==> src/hdl/sscf_consts.svh <==
`ifndef SSCF_CONSTS_SVH
`define SSCF_CONSTS_SVH

// ==========================================
// Register byte offsets
`define SSCF_OFF_STATUS  8'h00
`define SSCF_OFF_MODE    8'h04
`define SSCF_OFF_CTRL    8'h08
`define SSCF_OFF_RXBUF   8'h0C
`define SSCF_OFF_TXHOLD  8'h10

// ==========================================
// Reset values
`define SSCF_STATUS_RST  8'h84
`define SSCF_MODE_RST    8'h00
`define SSCF_CTRL_RST    8'h00
`define SSCF_DATA_RST    8'h00

// ==========================================
// Status register bit positions
`define SSCF_B_TXEMPTY   7
`define SSCF_B_RXFULL    6
`define SSCF_B_OVERRUN   5
`define SSCF_B_FRAMING   4
`define SSCF_B_PARITY    3
`define SSCF_B_TXEND     2
`define SSCF_B_RXMP      1
`define SSCF_B_TXMP      0

// ==========================================
// Mode register bit positions
`define SSCF_M_SYNC      7
`define SSCF_M_CHAR7     6
`define SSCF_M_PAREN     5
`define SSCF_M_ODD       4
`define SSCF_M_STOP2     3
`define SSCF_M_MPFMT     2

// ==========================================
// Control register bit positions
`define SSCF_C_TXEN      5
`define SSCF_C_RXON      4

`endif

==> src/hdl/sscf_pkg.sv <==
package sscf_pkg;

    // ==========================================
    // Types
    typedef logic [7:0] sscf_byte_t;

    typedef enum logic [1:0] {
        SSCF_RX_NONE    = 2'b00,
        SSCF_RX_OVERRUN = 2'b01,
        SSCF_RX_ERROR   = 2'b10,
        SSCF_RX_GOOD    = 2'b11
    } sscf_rx_res_t;

endpackage : sscf_pkg

==> src/hdl/sscf_status.sv <==
// The register addresses and the AHB-Lite slave port were decided locally.
`timescale 1ns/1ps
`include "sscf_consts.svh"
// Overview of operation
// - Overrun set when char ends, rx full
// - Overrun keeps old buffer, drops new
// - Overrun cleared by reset, standby, read-write0
// - Receiver disable leaves error flags alone
// - Reception stalls while any error flag
// - Synchronous mode: errors also stall transmit
// - Async framing flag when stop bit zero
// - Only first stop bit is checked
// - Error char stored, rx full not set
// - Async parity flag on odd/even mismatch
// - Framing, parity cleared by reset, read-write0
// - Transmit end flag ignores writes
// - Tx end set on last bit, empty
// - Tx end set when transmitter disabled
// - Tx end cleared by empty clear, DMA
// - Received multiprocessor bit captured in async multiprocessor format, read-only
// - Receiver disable keeps received multiprocessor bit
// - Transmit multiprocessor bit appended in async multiprocessor format
// - Transmit multiprocessor bit ignored otherwise
// - Status resets to 84 hex, standby too
// - Writing one does nothing; read first
// - Rx full set on clean reception
module sscf_status (
    input  wire logic        hclk,
    input  wire logic        hresetn,
    input  wire logic        hsel,
    input  wire logic [31:0] haddr,
    input  wire logic [1:0]  htrans,
    input  wire logic        hwrite,
    input  wire logic [2:0]  hsize,
    input  wire logic [31:0] hwdata,
    input  wire logic        hready,
    output logic [31:0]      hrdata,
    output logic             hreadyout,
    output logic             hresp,
    input  wire logic        standby,
    input  wire logic        rx_done,
    input  wire logic [7:0]  rx_char,
    input  wire logic        rx_parity,
    input  wire logic        rx_stop1,
    input  wire logic        rx_mp_in,
    input  wire logic        tx_load,
    input  wire logic        tx_last_bit,
    input  wire logic        dma_tx_write,
    input  wire logic [7:0]  dma_tx_data,
    input  wire logic        dma_rx_read,
    output logic [7:0]       mode_out,
    output logic             rx_run,
    output logic             tx_run,
    output logic             tx_pending,
    output logic [7:0]       tx_data_out,
    output logic             tx_mp_out,
    output logic [7:0]       rx_data_out,
    output logic             rx_full_out
);

    // ==========================================
    // Registers
    sscf_pkg::sscf_byte_t mode_r;
    sscf_pkg::sscf_byte_t ctrl_r;
    sscf_pkg::sscf_byte_t rxbuf_r;
    sscf_pkg::sscf_byte_t txhold_r;
    logic                 tx_empty_r;
    logic                 rx_full_r;
    logic                 overrun_r;
    logic                 framing_r;
    logic                 parity_r;
    logic                 tx_end_r;
    logic                 rx_mp_r;
    logic                 tx_mp_r;
    logic [4:0]           armed_r;
    logic                 wr_pend_r;
    logic [7:0]           wr_addr_r;
    logic [31:0]          hrdata_r;

    // ==========================================
    // Combinational terms
    logic                 addr_ok;
    logic                 rd_take;
    logic                 status_rd;
    logic                 wr_status;
    logic                 wr_mode;
    logic                 wr_ctrl;
    logic                 wr_txhold;
    logic [7:0]           wdat;
    logic [7:0]           status_val;
    logic [7:0]           rd_mux;
    logic [4:0]           flag_vec;
    logic [4:0]           bit_zero;
    logic [4:0]           sw_clr;
    logic                 async_mode;
    logic                 any_err;
    logic                 rx_on;
    logic                 transmit_enable;
    logic                 te_clear;
    logic                 par_calc;
    logic                 par_bad;
    logic                 frame_bad;
    sscf_pkg::sscf_rx_res_t rx_res;

    assign rx_on           = ctrl_r[`SSCF_C_RXON];
    assign transmit_enable = ctrl_r[`SSCF_C_TXEN];
    assign async_mode      = ~mode_r[`SSCF_M_SYNC];
    assign any_err         = overrun_r | framing_r | parity_r;

    // ==========================================
    // Bus slave: zero wait states, always OKAY
    assign hreadyout = 1'b1;
    assign hresp     = 1'b0;
    assign hrdata    = hrdata_r;
    assign addr_ok   = hsel & hready & htrans[1];
    assign rd_take   = addr_ok & ~hwrite;
    assign status_rd = rd_take & (haddr[7:0] == `SSCF_OFF_STATUS);

    assign wdat      = hwdata[7:0];
    assign wr_status = wr_pend_r & (wr_addr_r == `SSCF_OFF_STATUS);
    assign wr_mode   = wr_pend_r & (wr_addr_r == `SSCF_OFF_MODE);
    assign wr_ctrl   = wr_pend_r & (wr_addr_r == `SSCF_OFF_CTRL);
    assign wr_txhold = wr_pend_r & (wr_addr_r == `SSCF_OFF_TXHOLD);

    assign status_val = {tx_empty_r, rx_full_r, overrun_r, framing_r,
                         parity_r, tx_end_r, rx_mp_r, tx_mp_r};

    always_comb begin
        unique case (haddr[7:0])
            `SSCF_OFF_STATUS: rd_mux = status_val;
            `SSCF_OFF_MODE:   rd_mux = mode_r;
            `SSCF_OFF_CTRL:   rd_mux = ctrl_r;
            `SSCF_OFF_RXBUF:  rd_mux = rxbuf_r;
            `SSCF_OFF_TXHOLD: rd_mux = txhold_r;
            default:          rd_mux = 8'h00;
        endcase
    end

    // hsize is not decoded: only whole-word transfers are supported
    always_ff @(posedge hclk or negedge hresetn) begin
        if (!hresetn) begin
            wr_pend_r <= 1'b0;
            wr_addr_r <= 8'h00;
        end else begin
            wr_pend_r <= addr_ok & hwrite;
            wr_addr_r <= haddr[7:0];
        end
    end

    always_ff @(posedge hclk or negedge hresetn) begin
        if (!hresetn) begin
            hrdata_r <= 32'h0000_0000;
        end else if (rd_take) begin
            hrdata_r <= {24'h00_0000, rd_mux};
        end
    end

    // ==========================================
    // Mode and control registers
    // Clearing the transmitter enable is seen as a write edge, not a level
    assign te_clear = wr_ctrl & transmit_enable & ~wdat[`SSCF_C_TXEN];

    always_ff @(posedge hclk or negedge hresetn) begin
        if (!hresetn) begin
            mode_r <= `SSCF_MODE_RST;
            ctrl_r <= `SSCF_CTRL_RST;
        end else if (standby) begin
            mode_r <= `SSCF_MODE_RST;
            ctrl_r <= `SSCF_CTRL_RST;
        end else begin
            if (wr_mode) begin
                mode_r <= wdat;
            end
            if (wr_ctrl) begin
                ctrl_r <= wdat;
            end
        end
    end

    // ==========================================
    // Read-then-clear arming, one per clearable flag
    assign flag_vec = {tx_empty_r, rx_full_r, overrun_r, framing_r, parity_r};
    assign bit_zero = ~{wdat[`SSCF_B_TXEMPTY], wdat[`SSCF_B_RXFULL],
                        wdat[`SSCF_B_OVERRUN], wdat[`SSCF_B_FRAMING],
                        wdat[`SSCF_B_PARITY]};

    genvar gi;
    generate
        for (gi = 0; gi < 5; gi++) begin : g_arm
            assign sw_clr[gi] = wr_status & bit_zero[gi] & armed_r[gi];

            always_ff @(posedge hclk or negedge hresetn) begin
                if (!hresetn) begin
                    armed_r[gi] <= 1'b0;
                end else if (standby || sw_clr[gi] || !flag_vec[gi]) begin
                    armed_r[gi] <= 1'b0;
                end else if (status_rd) begin
                    armed_r[gi] <= 1'b1;
                end
            end
        end
    endgenerate

    // ==========================================
    // Receive outcome
    // Parity mismatch check
    always_comb begin
        par_calc = ^rx_char[6:0] ^ rx_parity;
        if (!mode_r[`SSCF_M_CHAR7]) begin
            par_calc = par_calc ^ rx_char[7];
        end
        par_bad = async_mode & mode_r[`SSCF_M_PAREN] & (par_calc != mode_r[`SSCF_M_ODD]);
    end

    assign frame_bad = async_mode & ~rx_stop1;

    always_comb begin
        rx_res = sscf_pkg::SSCF_RX_NONE;
        if (rx_done && rx_on && !any_err) begin
            if (rx_full_r) begin
                rx_res = sscf_pkg::SSCF_RX_OVERRUN;
            end else if (frame_bad || par_bad) begin
                rx_res = sscf_pkg::SSCF_RX_ERROR;
            end else begin
                rx_res = sscf_pkg::SSCF_RX_GOOD;
            end
        end
    end

    // ==========================================
    // Receive buffer and received multiprocessor bit
    // Overrun drops new char
    always_ff @(posedge hclk or negedge hresetn) begin
        if (!hresetn) begin
            rxbuf_r <= `SSCF_DATA_RST;
        end else if (rx_res == sscf_pkg::SSCF_RX_ERROR || rx_res == sscf_pkg::SSCF_RX_GOOD) begin
            rxbuf_r <= rx_char;
        end
    end

    always_ff @(posedge hclk or negedge hresetn) begin
        if (!hresetn) begin
            rx_mp_r <= 1'b0;
        end else if (standby) begin
            rx_mp_r <= 1'b0;
        end else if (async_mode && mode_r[`SSCF_M_MPFMT] &&
                     (rx_res == sscf_pkg::SSCF_RX_ERROR || rx_res == sscf_pkg::SSCF_RX_GOOD)) begin
            rx_mp_r <= rx_mp_in;
        end
    end

    // ==========================================
    // Receive flags; a hardware set beats a software or DMA clear in the same cycle, but standby beats the set
    // Reset and standby values
    always_ff @(posedge hclk or negedge hresetn) begin
        if (!hresetn) begin
            rx_full_r <= 1'b0;
            overrun_r <= 1'b0;
            framing_r <= 1'b0;
            parity_r  <= 1'b0;
        end else if (standby) begin
            rx_full_r <= 1'b0;
            overrun_r <= 1'b0;
            framing_r <= 1'b0;
            parity_r  <= 1'b0;
        end else begin
            if (rx_res == sscf_pkg::SSCF_RX_GOOD) begin
                rx_full_r <= 1'b1;
            end else if (sw_clr[3] || dma_rx_read) begin
                rx_full_r <= 1'b0;
            end
            if (rx_res == sscf_pkg::SSCF_RX_OVERRUN) begin
                overrun_r <= 1'b1;
            end else if (sw_clr[2]) begin
                overrun_r <= 1'b0;
            end
            if (rx_res == sscf_pkg::SSCF_RX_ERROR && frame_bad) begin
                framing_r <= 1'b1;
            end else if (sw_clr[1]) begin
                framing_r <= 1'b0;
            end
            if (rx_res == sscf_pkg::SSCF_RX_ERROR && par_bad) begin
                parity_r <= 1'b1;
            end else if (sw_clr[0]) begin
                parity_r <= 1'b0;
            end
        end
    end

    // ==========================================
    // Transmit holding register
    always_ff @(posedge hclk or negedge hresetn) begin
        if (!hresetn) begin
            txhold_r <= `SSCF_DATA_RST;
        end else if (dma_tx_write) begin
            txhold_r <= dma_tx_data;
        end else if (wr_txhold) begin
            txhold_r <= wdat;
        end
    end

    // ==========================================
    // Transmit flags
    always_ff @(posedge hclk or negedge hresetn) begin
        if (!hresetn) begin
            tx_empty_r <= 1'b1;
            tx_end_r   <= 1'b1;
        end else if (standby) begin
            tx_empty_r <= 1'b1;
            tx_end_r   <= 1'b1;
        end else begin
            if (tx_load || te_clear) begin
                tx_empty_r <= 1'b1;
            end else if (sw_clr[4] || dma_tx_write) begin
                tx_empty_r <= 1'b0;
            end
            if ((tx_last_bit && tx_empty_r) || te_clear) begin
                tx_end_r <= 1'b1;
            end else if (sw_clr[4] || dma_tx_write) begin
                tx_end_r <= 1'b0;
            end
        end
    end

    // Only the mp bit is writable
    always_ff @(posedge hclk or negedge hresetn) begin
        if (!hresetn) begin
            tx_mp_r <= 1'b0;
        end else if (standby) begin
            tx_mp_r <= 1'b0;
        end else if (wr_status) begin
            tx_mp_r <= wdat[`SSCF_B_TXMP];
        end
    end

    // ==========================================
    // Channel-side outputs
    assign mode_out    = mode_r;
    assign rx_run      = rx_on & ~any_err;
    assign tx_run      = transmit_enable & ~(mode_r[`SSCF_M_SYNC] & any_err);
    assign tx_pending  = ~tx_empty_r;
    assign tx_data_out = txhold_r;
    assign tx_mp_out   = tx_mp_r & async_mode & mode_r[`SSCF_M_MPFMT] & transmit_enable;
    assign rx_data_out = rxbuf_r;
    assign rx_full_out = rx_full_r;

endmodule : sscf_status

==> config.mk <==
export PLATFORM = sky130hd
export DESIGN_NAME = sscf_status
export DESIGN_NICKNAME = d
export VERILOG_FILES = /design/src/hdl/sscf_pkg.sv /design/src/hdl/sscf_status.sv
export VERILOG_INCLUDE_DIRS = /design/src /design/src/hdl
export SDC_FILE = /design/constraint.sdc
export NUM_CORES = 1
export LEC_CHECK = 0
export BUFFER_PORTS_ARGS = -buffer_cell sky130_fd_sc_hd__buf_2
export CAP_MARGIN = 20
export CORE_MARGIN = 2
export CORE_UTILIZATION = 46
export DETAILED_ROUTE_END_ITERATION = 6
export PLACE_DENSITY = 0.79
export SLEW_MARGIN = 40
export SYNTH_ARGS = -nofsm -noshare
export SYNTH_HDL_FRONTEND = slang
export SYNTH_SLANG_ARGS = --single-unit
==> constraint.sdc <==
create_clock -name hclk -period 2.45 [get_ports hclk]
set_input_delay 0 -clock hclk [delete_from_list [all_inputs] [get_ports hclk]]
set_output_delay 0 -clock hclk [all_outputs]
set_load 0.01 [all_outputs]
======== Yosys cells after proc, flatten, opt, wreduce, memory -nomap -nowiden ========
Cells that the tools add are included.
storage, ports and cells
  register bits ........................... 62
  latch bits .............................. 0
  memory bits (writable) .................. 0
  memory bits (read-only) ................. 0
  bits of input ports ..................... 99
  output and inout bits ................... 63
  word-level logic and storage cells ...... 159
  memories ................................ 0
cells by class
  add/subtract/negate cells ............... 0
  multipliers ............................. 0
  divide/modulo/power cells ............... 0
  order comparisons ....................... 0
  equality and inequality tests ........... 11
  shifts and indexed selects .............. 0
  mux-type cells .......................... 38
  bitwise logic cells ..................... 42
  reductions and logical operators ........ 48
operators with widths
  cell                                           number
  2-to-1 mux 8 bit                               6
  case mux 8 bit (5 select lines)                1
  bitwise AND 1 bit                              30
  2-to-1 mux 1 bit                               29
  == test 8 x 4 -> 1 bit, second input constant  3
  nonzero test 2 bit                             10
  nonzero test 3 bit                             6
  == test 8 x 3 -> 1 bit, second input constant  2
  == test 8 x 5 -> 1 bit, second input constant  2
  logical NOT 8 bit                              2
  logical OR 1 bit                               16
  logical AND 1 bit                              7
  inverter 1 bit                                 7
  XOR reduction 7 bit                            1
  logical NOT 1 bit                              6
  inverter 5 bit                                 1
  == test 2 bit, second input constant           2
  2-to-1 mux 2 bit                               2
  == test 2 x 1 -> 1 bit, second input constant  1
  OR 1 bit                                       2
  XOR 1 bit                                      2
  != test 1 bit                                  1

======== Longest topological paths before layout ========
  depth after elaboration ................. 15
  gate-level depth with buffers ........... 6
  gate-level depth less buffers ........... 5

======== Worst setup path before layout ========
No wires, ideal clock.
  path type ............................... register to register
  start point ............................. register overrun_r
  end point ............................... register rx_mp_r
  setup time .............................. 132 ps
  arrival ................................. 1,747 ps
  data required time ...................... 2,318 ps
  setup slack ............................. 572 ps
  cell stages (with the launch flop) ...... 6
  path buffers ............................ 0
  period minus slack after synthesis ...... 1,878 ps
  path through ............................ dfrtp_1 nor4b_1 nand3_1 nor3b_1 mux2i_1 nor2_1
between the ends
  word-level cells in the longest chain between the ends .. 9
  elaborated cells between the ends (all ways) .. 10
  those cells by class .................... eq/ne: 2; mux: 1; bitwise: 2; reduce/logical: 5
ends and longest elaborated chain
  item                                     RTL line            text
  from (decl)                              sscf_status.sv:69   logic overrun_r;
  from (signal assigned)                   sscf_status.sv:258  overrun_r <= 1'b0;
  from (signal assigned)                   sscf_status.sv:263  overrun_r <= 1'b0;
  from (signal assigned)                   sscf_status.sv:273  overrun_r <= 1'b1;
  OR 1 bit (*) (2 in series)               sscf_status.sv:108  assign any_err = overrun_r | framing_r | parity_r;
  logical NOT 1 bit (*)                    sscf_status.sv:219  if (rx_done && rx_on && !any_err) begin
  logical AND 1 bit (*)                    sscf_status.sv:219
  2-to-1 mux 2 bit (*)                     sscf_status.sv:219
  == test 2 bit                            sscf_status.sv:247  (rx_res == sscf_pkg::SSCF_RX_ERROR || rx_res == sscf_pkg::SSCF_RX_GOOD)) begin
  logical OR 1 bit (*)                     sscf_status.sv:247
  logical AND 1 bit (*)                    sscf_status.sv:246  end else if (async_mode && mode_r[`SSCF_M_MPFMT] &&
  nonzero test 2 bit (no source line) (*)  --
  to (signal assigned)                     sscf_status.sv:248  rx_mp_r <= rx_mp_in;
  to (decl)                                sscf_status.sv:73   logic rx_mp_r;
Mark *: on every way between the ends. The rest lies on a longest branch, timed or not.
A chain may end at the register's enable or synchronous reset.

======== Worst setup path in the final report ========
  start point ............................. register wr_addr_r[1]
  end point ............................... register tx_empty_r
between the ends
  word-level cells in the longest chain between the ends .. 7
  elaborated cells between the ends (all ways) .. 13
  those cells by class .................... eq/ne: 1; mux: 2; bitwise: 6; reduce/logical: 4
ends and longest elaborated chain
  item                                     RTL line            text
  from (decl)                              sscf_status.sv:77   logic [7:0] wr_addr_r;
  from (signal assigned)                   sscf_status.sv:146  wr_addr_r <= haddr[7:0];
  == test 8 x 4 -> 1 bit (no source line)  --
  bitwise AND 1 bit                        sscf_status.sv:122  assign wr_ctrl = wr_pend_r & (wr_addr_r == `SSCF_OFF_CTRL);
  bitwise AND 1 bit (2 in series)          sscf_status.sv:161  assign te_clear = wr_ctrl & transmit_enable & ~wdat[`SSCF_C_TXEN];
  logical OR 1 bit                         sscf_status.sv:312  if (tx_load || te_clear) begin
  2-to-1 mux 1 bit                         sscf_status.sv:312
  2-to-1 mux 1 bit                         sscf_status.sv:308  end else if (standby) begin
  to (signal assigned)                     sscf_status.sv:309  tx_empty_r <= 1'b1;
  to (signal assigned)                     sscf_status.sv:313  tx_empty_r <= 1'b1;
  to (signal assigned)                     sscf_status.sv:315  tx_empty_r <= 1'b0;
  to (decl)                                sscf_status.sv:67   logic tx_empty_r;
Several ways; a longest one is shown, not always the timed one.

==> results.py <==
metrics = {
    "layout": {
        "fill_cells": 550,
        "final_common_cell": "buf_2",
        "drive_gt1_share_pct": 33.2,
        "layout.nets": 504,
        "final_cell_mix": "82 x buf_2, 60 x dfrtp_1, 40 x dlygate4sd3_1, 35 x nor2_1, 26 x conb_1",
        "synthToLayoutAreaGrowth_pct": 33.7,
        "diodes": 0,
    },
    "setup_path": {
        "cp_top_family": "simple AND/OR/NAND/NOR gates",
        "critPathBufInv": 2,
        "worst_ep_arrival_time_ns": 2.58,
        "cp_slowest_cell": "dlygate4sd3_1",
        "crit_chain": "nor4_4, nand3_1, nor3b_2, buf_4, a211oi_1, o21ai_0, dlygate4sd3_1",
        "start_kind": "flip-flop",
        "cpPeakStageDelay_ns": 0.57,
        "path_max_fanout": 7,
        "crit_required_ns": 2.73,
        "crit_type": "flip-flop to flip-flop",
        "crit_path_end_kind": "flip-flop",
        "reg2reg_slack_ns": 0.14,
    },
    "clocking": {
        "cts_root_buf": "clkbuf_8",
        "h-tree-depth": 3,
        "cts.path.max_buffers": 2,
        "cts_tree": "yes",
        "cts_buffers": 9,
        "cts_setup_buffers": 0,
        "clk_pin_slew_ns": 0.07,
        "cts.sinks": 62,
        "insertion_delay_ns": 0.34,
    },
    "route": {
        "drc": 0,
        "vias": 2681,
        "via_per_inst": 5.47,
        "wl_um": 8720,
        "antenna_left": 0,
        "drt_iter0_drc": 202,
        "drt_pass1_iterations": 4,
        "wl_per_cell_um": 17.8,
    },
    "die": {
        "die_width_um": 87.0,
        "initial_core_util_pct": 47.2,
        "fp.dieH_um": 87.0,
        "dieArea_um2": 7570,
        "num_io_pins": 162,
        "rows": 30,
        "core_um2": 6720,
    },
    "power_and_ir_drop": {
        "max-vdd-ir-drop_mv": 0.396,
        "power_leakage_nw": 1.99,
        "power_density_nw_per_um2": 585,
        "power_mw": 2.48,
    },
    "sta": {
        "max-slew-margin-rel_pct": 44.8,
        "min_period_ns": 2.31,
        "max_freq_mhz": 434,
        "finalCritPeriodShare_pct": 94.1,
        "setup_violations": 0,
        "worst_pin_slew_ns": 0.825,
        "hold_viol": 0,
        "final.setup_skew_ns": 0.0126,
        "slew_violations": 0,
        "worst_slack_ns": 0.143,
        "rsz0062_at_grt": "false",
        "hold_slack_ns": 0.0157,
        "fin_setup_tns_ns": 0,
    },
    "logic_synthesis": {
        "seq_area_frac_synth_pct": 49.0,
        "postSynthAreaPerCell_um2": 11.5,
        "synth.distinct_cells": 52,
        "async_flop_share_pct": 100,
        "ys.flop_type": "dfrtp_1",
        "netlist_area_um2": 3170,
        "synthCells": 276,
        "yosys_warnings": 0,
        "ys_seq_elements": 62,
        "synth_edf_count": 0,
    },
    "grt": {
        "overflow": 0,
        "grt_pass1_wl_um": 13800,
        "grt_pass1_vias": 2682,
        "grt_start_max_net_pins": 35,
        "grt_use_total_pct": 24.3,
        "antenna_found_initial": 0,
    },
    "hold_path": {
        "holdCritPathClass": "input port to flip-flop",
    },
    "placement": {
        "io_buffers": 83,
        "gp_congestion": 0.859,
        "pre_cts_ws_ns": 0.460,
        "hpwl_um": 6140,
    },
    "job": {
        "max_cap_viol_count": 0,
    },
    "run_status": {
        "status": "finished clean",
    },
}
[power breakdown]
part	total, mW	switching (mW)	internal (mW)
clock	1.07	0.390	0.676
sequential	1.10	0.0304	1.07
combinational	0.319	0.172	0.147
total	2.48	0.592	1.89
[state kept, by name (all words and copies together) (netlist names), 5 cells and up]
register     count
mode_out         8
rx_data_out      8
hrdata           8
tx_data_out      8
ctrl_r           8
wr_addr_r        8
armed_r          5
[routing by layer]
metal / up-vias / wire (µm) / GRT usage [%]
met5: - / 0 / 0
met4: 0 / 102 / 7.95
met3: 8 / 586 / 4.83
met2: 130 / 4390 / 39.1
met1: 1330 / 3640 / 33.2
li1: 1213 / - / -
[final timing paths]
check	from	end	depth (start not counted)
worst max register to register	wr_addr_r[1]$_DFF_PN0_	tx_empty_r$_DFFE_PN1P_	7
worst max-delay path	wr_addr_r[1]$_DFF_PN0_	tx_empty_r$_DFFE_PN1P_	7
max in group asynchronous	hresetn	tx_empty_r$_DFFE_PN1P_	3
worst min-delay path	tx_last_bit	tx_end_r$_DFFE_PN1P_	3
min in group asynchronous	hresetn	wr_addr_r[1]$_DFF_PN0_	2
worst min register to register	hrdata[0]$_DFFE_PN0P_	hrdata[0]$_DFFE_PN0P_	2
[cells by family (layout without fill, tap and decap cells)]
family | after synthesis | in the layout | synth area share (%)
buffers and inverters | 42 | 152 | 8.68
and+or+nand+nor | 81 | 81 | 15.3
DFF | 62 | 62 | 49.0
other | 2 | 26 | 0.237
AOI/OAI and AO/OA | 45 | 45 | 10.1
muxes | 36 | 36 | 14.0
xor gates and xnor gates | 8 | 8 | 2.64
[cell usage after synthesis (4+ instances only)]
cell      count  area (µm²)
a21oi_1      18        90.1
a22o_1        7        61.3
a32oi_1       7        61.3
buf_2         4        20.0
buf_4        26         195
clkbuf_1      4        15.0
dfrtp_1      60        1500
inv_1         4        15.0
mux2_2        8        90.1
mux2i_1      22         220
mux4_2        6         135
nand2_1       8        30.0
nand3_1       6        30.0
nand3b_1      5        37.5
nor2_1       35         131
nor3b_1       4        30.0
xnor2_1       6        52.6
[metrics by stage]
stage | instance area, µm² | utilization [%] | cells
2_1_floorplan | 3260 | - | 300
3_3_place_gp | 3580 | 53.4 | 434
3_5_place_dp | 3580 | 53.4 | 434
4_1_cts | 4220 | 62.7 | 490
5_1_grt | 4240 | 63.1 | 490
6_report | 4240 | 63.1 | 490
[area by class of cell]
| type | count | area (µm²) | area share, % |
|---|---|---|---|
| clock buffer | 12 | 135 | 3.19 |
| clock inverter | 4 | 95.1 | 2.24 |
| inverter | 5 | 18.8 | 0.443 |
| multi-input combinational | 196 | 1460 | 34.4 |
| sequential | 62 | 1550 | 36.7 |
| tap | 80 | 100 | 2.36 |
| timing repair buffer | 131 | 878 | 20.7 |
[timing repair]
item	4_1_cts	5_1_grt
gates resized for setup	0	2
setup endpoints to repair	0	1
endpoints found under the hold margin	77	0
hold buffers	40	0
[tightest hold or removal path, stage by stage]
cell and delay (ns):
buf_2 0.09, a221o_1 0.14, a31o_2 0.09
No activity file was read; power rests on OpenSTA's default activity.
